## src/hw/becsm_pkg.sv

```systemverilog
/*
 Package for the extended configuration space register bank: offsets, identity words,
 capability headers and field layouts. Assumes a dword-wide configuration access port.
*/
package becsm_pkg;
  // Access paths
  typedef enum logic [1:0] {
    BECSM_SRC_CFG    = 2'b00,
    BECSM_SRC_EEPROM = 2'b01,
    BECSM_SRC_SMBUS  = 2'b10,
    BECSM_SRC_NONE   = 2'b11
  } becsm_src_e;

  // Region limits (byte offsets)
  localparam logic [11:0] EXT_LO_OFS  = 12'h100;
  localparam logic [11:0] EXT_HI_OFS  = 12'hFFF;

  // Identity (values are arbitrary)
  localparam logic [15:0] MAKER_ID    = 16'h1AB5;
  localparam logic [15:0] PART_ID     = 16'h0C37;
  localparam logic [11:0] ID_OFS      = 12'h000;

  // Error reporting set
  localparam logic [11:0] ERR_HDR_OFS   = 12'h100;
  localparam logic [11:0] FAT_FLG_OFS   = 12'h104;
  localparam logic [11:0] FAT_MSK_OFS   = 12'h108;
  localparam logic [11:0] FAT_SEV_OFS   = 12'h10C;
  localparam logic [11:0] REC_FLG_OFS   = 12'h110;
  localparam logic [11:0] REC_MSK_OFS   = 12'h114;
  localparam logic [11:0] ERR_CTL_OFS   = 12'h118;
  localparam logic [11:0] HLOG_OFS      = 12'h11C;
  localparam logic [11:0] FS_FLG_OFS    = 12'h12C;
  localparam logic [11:0] FS_MSK_OFS    = 12'h130;
  localparam logic [11:0] FS_SEV_OFS    = 12'h134;
  localparam logic [11:0] FS_CTL_OFS    = 12'h138;
  localparam logic [11:0] FS_HLOG_OFS   = 12'h13C;
  // Virtual channel set
  localparam logic [11:0] VC_HDR_OFS    = 12'h150;
  localparam logic [11:0] VC_CAP1_OFS   = 12'h154;
  localparam logic [11:0] VC_CAP2_OFS   = 12'h158;
  localparam logic [11:0] VC_PSC_OFS    = 12'h15C;
  localparam logic [11:0] CH0_CAP_OFS   = 12'h160;
  localparam logic [11:0] CH0_CTL_OFS   = 12'h164;
  localparam logic [11:0] CH0_STA_OFS   = 12'h168;
  // Misc
  localparam logic [11:0] XPIN_OFS      = 12'h300;
  localparam logic [11:0] XIO_OFS       = 12'h304;
  localparam logic [11:0] RATIM_OFS     = 12'h310;

  // Capability headers: id [15:0], version [19:16], next [31:20]
  localparam logic [31:0] ERR_HDR_VAL   = 32'h1501_0001;
  localparam logic [31:0] VC_HDR_VAL    = 32'h0001_0002;
  localparam logic [31:0] VC_CAP1_VAL   = 32'h0000_0000;
  localparam logic [31:0] VC_CAP2_VAL   = 32'h0000_0000;
  localparam logic [31:0] CH0_CAP_VAL   = 32'h0000_0001;

  // Reset values
  localparam logic [31:0] FAT_SEV_RST   = 32'h0006_2030;
  localparam logic [31:0] CH0_CTL_RST   = 32'h8000_00FF;
  localparam logic [31:0] RATIM_RST     = 32'h0000_0000;
  localparam logic [31:0] ZERO_RST      = 32'h0000_0000;
  // Error control: bits [4:0] first error pointer (READ_ONLY_STICKY), bits [8:5] writable
  localparam logic [31:0] ERR_CTL_WMASK = 32'h0000_01E0;
  localparam int          FEP_LSB       = 0;
  // Channel 0 status: bit 1 negotiation pending (RO)
  localparam int          CH0_PEND_BIT  = 1;
endpackage

```

## src/hw/becsm_regs.sv

```systemverilog
/*
 Extended configuration space register bank (100h-FFFh) plus the identity dword at 00h.
 Assumes one dword access per cycle on each path; a single access path is active at a time,
 with config first, then SMBus, then EEPROM. Sticky state clears only on power-on reset.
*/
// Notes on behaviour
// - Decode extended region 100h through FFFh.
// - Error reporting header at 100h, id 0001h.
// - Virtual channel header at 150h, id 0002h.
// - Write-one-clear bits clear only where written 1.
// - Write-one-clear sticky also survives ordinary resets.
// - Read-only sticky ignores writes, survives ordinary resets.
// - Maker code bits 15:0 at 00h, read-only.
// - Part code bits 31:16 at 00h, read-only.
// - Map applies in transparent bridging mode.
// - EEPROM preloads marked registers; of read-only entries only the error header readable.
`timescale 1ns/100ps
module becsm_regs (
  // Clock and resets
  input  wire logic                     clock,
  input  wire logic                     rst,
  input  wire logic                     por,
  // Mode
  input  wire logic                     transparent_mode,
  // Configuration access
  input  wire logic                     cfg_wr,
  input  wire logic                     cfg_rd,
  input  wire logic [11:0]              cfg_addr,
  input  wire logic [31:0]              cfg_wdata,
  input  wire logic [3:0]               cfg_be,
  output logic      [31:0]              cfg_rdata,
  output logic                          cfg_hit,
  // EEPROM preload access
  input  wire logic                     ee_wr,
  input  wire logic                     ee_rd,
  input  wire logic [11:0]              ee_addr,
  input  wire logic [31:0]              ee_wdata,
  output logic      [31:0]              ee_rdata,
  output logic                          ee_hit,
  // SMBus access
  input  wire logic                     smb_wr,
  input  wire logic                     smb_rd,
  input  wire logic [11:0]              smb_addr,
  input  wire logic [31:0]              smb_wdata,
  output logic      [31:0]              smb_rdata,
  output logic                          smb_hit,
  // Error events from the bridge core
  input  wire logic [31:0]              fat_err_set,
  input  wire logic [31:0]              rec_err_set,
  input  wire logic [31:0]              fs_err_set,
  input  wire logic                     hlog_load,
  input  wire logic [127:0]             hlog_data,
  input  wire logic                     fs_hlog_load,
  input  wire logic [127:0]             fs_hlog_data,
  input  wire logic [4:0]               first_err_ptr,
  input  wire logic                     ch0_pending,
  // Extended pins
  input  wire logic [31:0]              xpin_in,
  // Register outputs to core
  output logic      [31:0]              fat_err_mask,
  output logic      [31:0]              rec_err_mask,
  output logic      [31:0]              ch0_ctl,
  output logic      [31:0]              xpin_ctl,
  output logic      [31:0]              retry_ack_timer
);
  import becsm_pkg::*;

  // Selected access: config wins, then SMBus, then EEPROM
  wire logic        acc_cfg  = transparent_mode & (cfg_wr | cfg_rd);
  wire logic        acc_smb  = ~acc_cfg & (smb_wr | smb_rd);
  wire logic        acc_ee   = ~acc_cfg & ~acc_smb & (ee_wr | ee_rd);
  wire becsm_src_e  src      = acc_cfg ? BECSM_SRC_CFG :
                               acc_smb ? BECSM_SRC_SMBUS :
                               acc_ee  ? BECSM_SRC_EEPROM : BECSM_SRC_NONE;
  wire logic [11:0] a        = acc_cfg ? cfg_addr : acc_smb ? smb_addr : ee_addr;
  wire logic [31:0] wraw     = acc_cfg ? cfg_wdata : acc_smb ? smb_wdata : ee_wdata;
  wire logic        wr       = (acc_cfg & cfg_wr) | (acc_smb & smb_wr) | (acc_ee & ee_wr);
  wire logic [11:0] da       = {a[11:2], 2'b00};
  // Byte enables only on the configuration path
  wire logic [31:0] bm       = acc_cfg ? {{8{cfg_be[3]}}, {8{cfg_be[2]}},
                                          {8{cfg_be[1]}}, {8{cfg_be[0]}}} : 32'hFFFF_FFFF;
  wire logic [31:0] w1       = wraw & bm;

  wire logic        in_ext   = (da >= EXT_LO_OFS) && (da <= EXT_HI_OFS);

  // EEPROM may only read the header, error mask and the timer, and preload only the mask and the timer
  wire logic ee_ok  = (da == ERR_HDR_OFS) || (da == FAT_MSK_OFS)
                   || (da == RATIM_OFS);
  wire logic ee_wok = (da == FAT_MSK_OFS) || (da == RATIM_OFS);
  wire logic wen    = wr & in_ext & ((src != BECSM_SRC_EEPROM) | ee_wok);

  wire logic w_fat_flg = wen & (da == FAT_FLG_OFS);
  wire logic w_fat_msk = wen & (da == FAT_MSK_OFS);
  wire logic w_fat_sev = wen & (da == FAT_SEV_OFS);
  wire logic w_rec_flg = wen & (da == REC_FLG_OFS);
  wire logic w_rec_msk = wen & (da == REC_MSK_OFS);
  wire logic w_err_ctl = wen & (da == ERR_CTL_OFS);
  wire logic w_fs_flg  = wen & (da == FS_FLG_OFS);
  wire logic w_fs_msk  = wen & (da == FS_MSK_OFS);
  wire logic w_fs_sev  = wen & (da == FS_SEV_OFS);
  wire logic w_fs_ctl  = wen & (da == FS_CTL_OFS);
  wire logic w_vc_psc  = wen & (da == VC_PSC_OFS);
  wire logic w_ch0_ctl = wen & (da == CH0_CTL_OFS);
  wire logic w_xpin    = wen & (da == XPIN_OFS);
  wire logic w_xio     = wen & (da == XIO_OFS);
  wire logic w_ratim   = wen & (da == RATIM_OFS);

  // Sticky state, cleared by power-on reset only
  logic [31:0]  fat_flg_r, rec_flg_r, fs_flg_r;
  logic [31:0]  fat_sev_r, fs_sev_r, fat_msk_r, rec_msk_r, fs_msk_r;
  logic [31:0]  err_ctl_r, fs_ctl_r;
  logic [127:0] hlog_r, fs_hlog_r;
  // Ordinary state
  logic [31:0]  vc_psc_r, ch0_ctl_r, xpin_r, xio_r, ratim_r;

  // Flag next values: set beats a simultaneous clear
  wire logic [31:0] fat_flg_nxt = (fat_flg_r & ~({32{w_fat_flg}} & w1)) | fat_err_set;
  wire logic [31:0] rec_flg_nxt = (rec_flg_r & ~({32{w_rec_flg}} & w1)) | rec_err_set;
  wire logic [31:0] fs_flg_nxt  = (fs_flg_r  & ~({32{w_fs_flg}}  & w1)) | fs_err_set;
  wire logic [31:0] err_ctl_nxt = w_err_ctl ?
      ((err_ctl_r & ~(ERR_CTL_WMASK & bm)) | (w1 & ERR_CTL_WMASK)) : err_ctl_r;
  wire logic [31:0] err_ctl_cap = {err_ctl_nxt[31:5], first_err_ptr};

  // Masked merge for plain read/write registers
  function automatic logic [31:0] merge(input logic [31:0] old, input logic [31:0] d,
                                        input logic [31:0] m);
    merge = (old & ~m) | (d & m);
  endfunction

  always_ff @(posedge clock) begin
    if (por) begin
      fat_flg_r <= ZERO_RST;
      rec_flg_r <= ZERO_RST;
      fs_flg_r  <= ZERO_RST;
      fat_msk_r <= ZERO_RST;
      rec_msk_r <= ZERO_RST;
      fs_msk_r  <= ZERO_RST;
      fat_sev_r <= FAT_SEV_RST;
      fs_sev_r  <= FAT_SEV_RST;
      err_ctl_r <= ZERO_RST;
      fs_ctl_r  <= ZERO_RST;
      hlog_r    <= '0;
      fs_hlog_r <= '0;
    end else begin
      fat_flg_r <= fat_flg_nxt;
      rec_flg_r <= rec_flg_nxt;
      fs_flg_r  <= fs_flg_nxt;
      if (w_fat_msk) fat_msk_r <= merge(fat_msk_r, wraw, bm);
      if (w_rec_msk) rec_msk_r <= merge(rec_msk_r, wraw, bm);
      if (w_fs_msk)  fs_msk_r  <= merge(fs_msk_r, wraw, bm);
      if (w_fat_sev) fat_sev_r <= merge(fat_sev_r, wraw, bm);
      if (w_fs_sev)  fs_sev_r  <= merge(fs_sev_r, wraw, bm);
      if (w_fs_ctl)  fs_ctl_r  <= merge(fs_ctl_r, wraw, bm);
      // First error pointer is captured, never written by software
      if (hlog_load | w_err_ctl) err_ctl_r <= hlog_load ? err_ctl_cap : err_ctl_nxt;
      if (hlog_load)    hlog_r    <= hlog_data;
      if (fs_hlog_load) fs_hlog_r <= fs_hlog_data;
    end
  end

  always_ff @(posedge clock) begin
    if (rst | por) begin
      vc_psc_r  <= ZERO_RST;
      ch0_ctl_r <= CH0_CTL_RST;
      xpin_r    <= ZERO_RST;
      xio_r     <= ZERO_RST;
      ratim_r   <= RATIM_RST;
    end else begin
      if (w_vc_psc)  vc_psc_r  <= merge(vc_psc_r, wraw, bm);
      if (w_ch0_ctl) ch0_ctl_r <= merge(ch0_ctl_r, wraw, bm);
      if (w_xpin)    xpin_r    <= merge(xpin_r, wraw, bm);
      if (w_xio)     xio_r     <= merge(xio_r, wraw, bm);
      if (w_ratim)   ratim_r   <= merge(ratim_r, wraw, bm);
    end
  end

  // Header log dword select
  wire logic [1:0]  hl_idx  = 2'(({a[11:2], 2'b00} - HLOG_OFS) >> 2);
  wire logic [1:0]  fhl_idx = 2'(({a[11:2], 2'b00} - FS_HLOG_OFS) >> 2);
  wire logic        in_hl   = (da >= HLOG_OFS) && (da < FS_FLG_OFS);
  wire logic        in_fhl  = (da >= FS_HLOG_OFS) && (da < 12'(FS_HLOG_OFS + 12'h010));

  // Read decode; anything unlisted reads zero
  logic [31:0] rd_mux;
  always_comb begin
    rd_mux = 32'h0000_0000;
    if (da == ID_OFS) rd_mux = {PART_ID, MAKER_ID};
    else if (in_ext) begin
      if (in_hl)       rd_mux = hlog_r[32*hl_idx +: 32];
      else if (in_fhl) rd_mux = fs_hlog_r[32*fhl_idx +: 32];
      else begin
        case (da)
          ERR_HDR_OFS: rd_mux = ERR_HDR_VAL;
          FAT_FLG_OFS: rd_mux = fat_flg_r;
          FAT_MSK_OFS: rd_mux = fat_msk_r;
          FAT_SEV_OFS: rd_mux = fat_sev_r;
          REC_FLG_OFS: rd_mux = rec_flg_r;
          REC_MSK_OFS: rd_mux = rec_msk_r;
          ERR_CTL_OFS: rd_mux = err_ctl_r;
          FS_FLG_OFS:  rd_mux = fs_flg_r;
          FS_MSK_OFS:  rd_mux = fs_msk_r;
          FS_SEV_OFS:  rd_mux = fs_sev_r;
          FS_CTL_OFS:  rd_mux = fs_ctl_r;
          VC_HDR_OFS:  rd_mux = VC_HDR_VAL;
          VC_CAP1_OFS: rd_mux = VC_CAP1_VAL;
          VC_CAP2_OFS: rd_mux = VC_CAP2_VAL;
          VC_PSC_OFS:  rd_mux = vc_psc_r;
          CH0_CAP_OFS: rd_mux = CH0_CAP_VAL;
          CH0_CTL_OFS: rd_mux = ch0_ctl_r;
          CH0_STA_OFS: rd_mux = 32'(ch0_pending) << CH0_PEND_BIT;
          XPIN_OFS:    rd_mux = xpin_r;
          XIO_OFS:     rd_mux = (xio_r & 32'hFFFF_0000) | (xpin_in & 32'h0000_FFFF);
          RATIM_OFS:   rd_mux = ratim_r;
          default:     rd_mux = 32'h0000_0000;
        endcase
      end
    end
  end

  wire logic known = (da == ID_OFS) | in_ext;
  wire logic rd    = (acc_cfg & cfg_rd) | (acc_smb & smb_rd) | (acc_ee & ee_rd);
  wire logic ee_rd_ok = (src == BECSM_SRC_EEPROM) & ee_ok;

  // Read data registered one cycle after the access
  logic [31:0] cfg_rdata_r, smb_rdata_r, ee_rdata_r;
  logic        cfg_hit_r, smb_hit_r, ee_hit_r;
  always_ff @(posedge clock) begin
    if (rst | por) begin
      cfg_rdata_r <= ZERO_RST;
      smb_rdata_r <= ZERO_RST;
      ee_rdata_r  <= ZERO_RST;
      cfg_hit_r   <= 1'b0;
      smb_hit_r   <= 1'b0;
      ee_hit_r    <= 1'b0;
    end else begin
      cfg_hit_r <= acc_cfg & known;
      smb_hit_r <= acc_smb & known;
      ee_hit_r  <= acc_ee & ee_ok;
      if (rd & (src == BECSM_SRC_CFG))   cfg_rdata_r <= rd_mux;
      if (rd & (src == BECSM_SRC_SMBUS)) smb_rdata_r <= rd_mux;
      if (rd & ee_rd_ok)                 ee_rdata_r  <= rd_mux;
    end
  end

  assign cfg_rdata       = cfg_rdata_r;
  assign smb_rdata       = smb_rdata_r;
  assign ee_rdata        = ee_rdata_r;
  assign cfg_hit         = cfg_hit_r;
  assign smb_hit         = smb_hit_r;
  assign ee_hit          = ee_hit_r;
  assign fat_err_mask    = fat_msk_r;
  assign rec_err_mask    = rec_msk_r;
  assign ch0_ctl         = ch0_ctl_r;
  assign xpin_ctl        = xpin_r;
  assign retry_ack_timer = ratim_r;
endmodule // becsm_regs

```

## config.mk

```make
export PLATFORM = sky130hd
export DESIGN_NAME = becsm_regs
export DESIGN_NICKNAME = d
export VERILOG_FILES = /design/src/hw/becsm_pkg.sv /design/src/hw/becsm_regs.sv
export SDC_FILE = /design/constraint.sdc
export NUM_CORES = 2
export LEC_CHECK = 0
export BUFFER_PORTS_ARGS = -buffer_cell sky130_fd_sc_hd__buf_2
export CAP_MARGIN = 20
export CORE_AREA = 2 2 306 308
export DETAILED_ROUTE_END_ITERATION = 8
export DIE_AREA = 0 0 308 310
export PLACE_DENSITY = 0.68
export SLEW_MARGIN = 0
export SYNTH_ARGS = -nofsm -noshare
export SYNTH_HDL_FRONTEND = slang
export SYNTH_SLANG_ARGS = --single-unit
```

## constraint.sdc

```tcl
create_clock -name clock -period 4.9 [get_ports clock]
set_input_delay 0.98 -clock clock [delete_from_list [all_inputs] [get_ports clock]]
set_output_delay 0.98 -clock clock [all_outputs]
set_load 0.005 [all_outputs]
```

* After elaboration in Yosys (flattened, before gate mapping)
Cells that the tools add are included.
** Cells by class
- Add/sub/neg operators :: 2
- $lt $le $gt $ge :: 6
- Equality and inequality tests :: 22
- Shifts and indexed selects :: 2
- Muxes and demuxes :: 15
- Bitwise logic cells :: 87
- Reductions and logical operators :: 10
** Operators with widths (number)
- 32-bit AND :: 19
- 32-bit one-hot mux with 19 select lines :: 1
- 32-bit bitwise OR :: 14
- 32-bit 2-to-1 mux :: 8
- 128-bit by 8-bit indexed part select with 32-bit output :: 2
- 10-bit by 7-bit == test with 1-bit output (second input constant) :: 16
- 32-bit NOT :: 4
- 12-bit by 9-bit greater-or-equal comparator with 1-bit output (second input constant) :: 3
- 1-bit AND :: 34
- 9-bit NOT with 32-bit output :: 1
- 32-bit by 16-bit bitwise OR with 32-bit output :: 1
- 32-bit by 9-bit bitwise OR with 32-bit output :: 1
- 10-bit by 8-bit == test with 1-bit output (second input constant) :: 3
- 12-bit by 9-bit < comparator with 1-bit output (second input constant) :: 2
- 12-bit 2-to-1 mux :: 2
- 12-bit <= comparator (second input constant) :: 1
- 12-bit zero test :: 1
- 1-bit bitwise OR :: 11
- 4-bit subtractor (second input constant) :: 2
- 2-bit 2-to-1 mux :: 3
- 5-bit 2-to-1 mux :: 1
- 1-bit logical AND :: 3
- 1-bit logical OR :: 3
- 2-bit by 1-bit == test with 1-bit output (second input constant) :: 1
- other kinds (6) :: 7
** Storage, ports and cells
- Bits in registers :: 835
- Bits of input ports :: 538
- Output and inout port bits :: 259

* Depth between registers and ports, before layout
- Word-level depth :: 18
- Mapped depth :: 22
- Gate-level depth less buffers :: 14

* Worst setup path before layout
No wires, ideal clock.
- Kind :: input to register
- From :: input port smb_wr
- To :: register with a tool-made name
- Data arrival time :: 4.977 ns
- Data required time :: 4.780 ns
- Setup slack :: -0.197 ns
- Cell stages on the path :: 21
- Buffers on the path :: 8
- Path through :: buf_2 or2_0 clkbuf_1 buf_2 mux2i_1 a21oi_1 inv_2 buf_2 buf_2 ha_1 and2_1 and2_1 clkbuf_1 nand3_1 a31o_2 buf_6 or2_1 buf_6 nor2_8 nor2b_1 a211o_1
** RTL lines
- start, declared :: line becsm_regs.sv:41 : input wire logic smb_wr,

* Worst setup path after layout
- From :: input port smb_rd
- To :: register cfg_rdata_r[9], in the netlist cfg_rdata[9]
** On the way
- Cells in the longest elaborated chain, start to end :: 10
** RTL lines
- start, declared :: line becsm_regs.sv:42 : input wire logic smb_rd,
- 1-bit bitwise OR :: line becsm_regs.sv:70 : wire logic acc_smb = ~acc_cfg & (smb_wr | smb_rd);
- 1-bit AND :: line becsm_regs.sv:70
- 12-bit 2-to-1 mux / 1-bit NOT (equally long branches) :: line becsm_regs.sv:75, becsm_regs.sv:71
- 12-bit 2-to-1 mux / 1-bit AND (equally long branches) :: line becsm_regs.sv:75, becsm_regs.sv:71
- 4-bit subtractor, or another cell as far along :: line becsm_regs.sv:178, becsm_regs.sv:179
- 128-bit by 8-bit indexed part select with 32-bit output, or another cell as far along :: line becsm_regs.sv:190 : else if (in_fhl) rd_mux = fs_hlog_r[32*fhl_idx +: 32];
- 32-bit 2-to-1 mux / 2-bit 2-to-1 mux (equally long branches) :: line becsm_regs.sv:190, becsm_regs.sv:73
- 32-bit 2-to-1 mux / 2-bit 2-to-1 mux (equally long branches) :: line becsm_regs.sv:189, becsm_regs.sv:72
- 32-bit 2-to-1 mux / 2-bit zero test (equally long branches) :: line becsm_regs.sv:188, becsm_regs.sv:239
- 32-bit 2-to-1 mux / 1-bit AND (equally long branches) :: line becsm_regs.sv:187, becsm_regs.sv:239
- end signal, assigned :: line becsm_regs.sv:239 : if (rd & (src == BECSM_SRC_CFG)) cfg_rdata_r <= rd_mux;
- end, declared :: line becsm_regs.sv:225 : logic [31:0] cfg_rdata_r, smb_rdata_r, ee_rdata_r;
Several ways; a longest one is shown, not always the timed one.
A chain may end at the register's enable or synchronous reset.

==> metrics <==
Antenna Nets Post-Route 0; worst hold path depth 2; CP Max Fanout 10; Main synth FF type dfxtp_1; metal1 wirelength 66.46 mm; initial antenna violation count 16; GPL Wtd Cong 1.015; layout net count 5405; grt ovf 0; logic gate share of total power 0.125; I/O pin cnt 797; Cells after Synth 3935; area share of the largest cell type after synthesis 0.4511; Met3 Wirelength 17.82 mm; async set or reset register ratio after synthesis 0; Worst-Margin Slew 1.302 ns; Max Cap Violations 0; count of final setup violators 0; Max VDD drop 0.2864 mV; Clock Skews 0.03289 ns; clock tree sinks 796; Pwr Density 351.4 nW/um^2; routed vias 35570; Netlist cell types 84; Overall Global Routing Usage 0.3540; Net Sw Frac 0.2718; worst min path class reg2reg; DP HPWL 132.9 mm; status complete, no violations; Critical Path RT 5.50 ns; number of fill cells 8855; simple-gate portion of the synthesized area 0.1754; Post-Syn Area 35330 sq um; RSZ-0062 raised after global routing false; Post-synth EDFFs 0; Synth warnings 0; CTS tree yes; Internal 11.81 mW; multiplexer share of the synthesized area 0.1866; Worst EP arrival 5.46 ns; die span in x 308 um; synthesized area per cell 8.977 sq um; via/cell ratio 5.788; largest family of logic cells by synthesized area multiplexers; Layout Cell Area excl Fill 46150 sq um; worst r2r path cells 9; Worst setup EP type flip-flop; DRC violations left 0; Leak 19.85 nW; clock buffer depth 3; most instantiated cells after synthesis dfxtp_1, nor2_1, mux2i_1; layout cells sized above 1 0.2901; first-pass GRT wire length 242.9 mm; largest net degree at the start of global routing 204; Worst Setup Start Kind input pin; First DRT Iteration DRCs 4111; largest cells by area after synthesis dfxtp_1, mux2i_1, nor2_1, nand2_1, mux4_2; Reg area 15940 sq um; Post-Synth XOR/XNOR Area 0; Final Cycle Share 0.9930; area post-placement 42910 sq um; count leader, synth dfxtp_1; Reg clk slew, reported paths 0.06 ns; Port-buffer cells 774; final worst hold slack 0.4511 ns; Seq/Total Area, Yosys 0.4511; R2R setup slack 2.23 ns; Post-Layout Cell Count 6145; Final min period 4.866 ns; Fmax 0.2055 GHz; Switch Pwr 4.407 mW; critical path class in2reg; syn_nets 4477; postcts setup bufs 0; Initial Util 0.3819; DIE AREA 95480 sq um; Root Buffer clkbuf_16; TritonCTS Buffers 90; Final Hold Fails 0; Post-Synth Adder-Cell Area 0.001417; 1st-pass router iterations 7; max layer used met5; Clk pwr share 0.455; vias in the first global route 33430; WL/cell 28.57 um; fin. max-slew vios 0; Flop pwr share 0.419; drt total wl 175.5 mm; core area 92490 sq um; Synth-to-Final Area Change 30.66%; flops & latches, synth 796; routed wl met2 79.88 mm; compound-gate portion of the synthesized area 0.1490; slew margin rel. 0.1319; DIE HEIGHT 310 um; Synth area leader dfxtp_1; Cells after DPL 5968; multi-input combinational cell area 18260 sq um; r2r endpoint cfg_rdata[20]; Worst-Skew Late Latency 0.70 ns; # H-tree levels 3; FP Rows 112
[cells in the final DEF, fill, tap and decap left out, types with 20 or more instances in the layout]
master and n:
dfxtp_1 796, buf_2 773, nor2_1 752, mux2i_1 510, nand2_1 476, buf_4 317
a21oi_1 263, clkbuf_16 91, a22oi_1 90, o21ai_0 89, mux4_2 65, a22o_1 57
a31oi_1 54, nand3_1 45, buf_12 45, nor2b_1 42, nor3_1 23, a221oi_1 22
a32oi_1 21, a211oi_1 20
[critical path, stage by stage]
cell	delay, ns
buf_2	0.10
or2_2	0.38
buf_12	0.18
mux2i_1	0.13
a21oi_1	0.17
buf_4	0.19
ha_1	0.19
buf_4	0.23
and2_1	0.18
nand2_1	0.06
buf_4	0.17
nor3_2	0.64
buf_4	0.29
a22o_1	0.15
nor3_1	0.06
buf_4	0.12
a21oi_1	0.68
buf_4	0.24
o22ai_1	0.10
a31oi_1	0.18
[power groups by stage]
stage,clock network (mW),registers [mW],logic (mW)
2_1_floorplan,0,6.88,1.01
3_3_place_gp,0,6.93,1.99
3_5_place_dp,0,6.94,2.00
4_1_cts,7.45,6.80,2.01
5_1_grt,7.70,6.81,2.12
6_report,7.38,6.80,2.03
[layer usage]
| metal | vias to the layer above | GRT usage |
|---|---|---|
| li1 | 15800 | - |
| met1 | 17140 | 0.4259 |
| met2 | 2134 | 0.5746 |
| met3 | 483 | 0.09011 |
| met4 | 12 | 0.2048 |
| met5 | - | 0 |
[logic make-up (layout without fill, tap and decap cells)]
| family | count (synthesis) | in the layout |
|---|---|---|
| buffers and inverters | 311 | 1313 |
| adders and majority gates | 4 | 4 |
| other | 0 | 11 |
| DFF | 796 | 796 |
| muxes | 577 | 577 |
| and+or+nand+nor | 1462 | 1462 |
| AOI/OAI and AO/OA | 785 | 785 |
[through the flow]
step / utilization / worst slack [ns] / total power, mW / TNS, ns
2_1_floorplan: - / 0.04679 / 7.888 / 0
6_report: 0.4990 / 0.03413 / 16.22 / 0
3_5_place_dp: 0.4640 / -0.7025 / 8.937 / -66.34
3_3_place_gp: 0.4639 / -1.123 / 8.918 / -61.75
5_1_grt: 0.4989 / 0.005450 / 16.64 / 0
4_1_cts: 0.4987 / 0.1099 / 16.26 / 0
[repair_timing]
action,in CTS,in global routing
hold buffers,0,0
setup endpoints to repair,2,7
gates resized for setup,1,2
[worst max-delay path by stage]
stage | from | endpoint
2_1_floorplan | smb_wr | flip-flop
3_3_place_gp | smb_rd | cfg_rdata[20]
3_5_place_dp | smb_rd | cfg_rdata[28]
4_1_cts | smb_rd | cfg_rdata[9]
5_1_grt | smb_rd | cfg_rdata[9]
6_report | smb_rd | cfg_rdata[9]
[layout make-up]
cell class | instances | share of cell area
clock inverter | 45 | 0.01445
clock buffer | 121 | 0.05503
tap | 1197 | 0.03245
antenna | 11 | 0.0005964
timing repair buffer | 1138 | 0.1557
sequential | 796 | 0.3453
multi-input combinational | 2828 | 0.3957
inverter | 9 | 0.0007862
(Power assumes the default switching activity.)
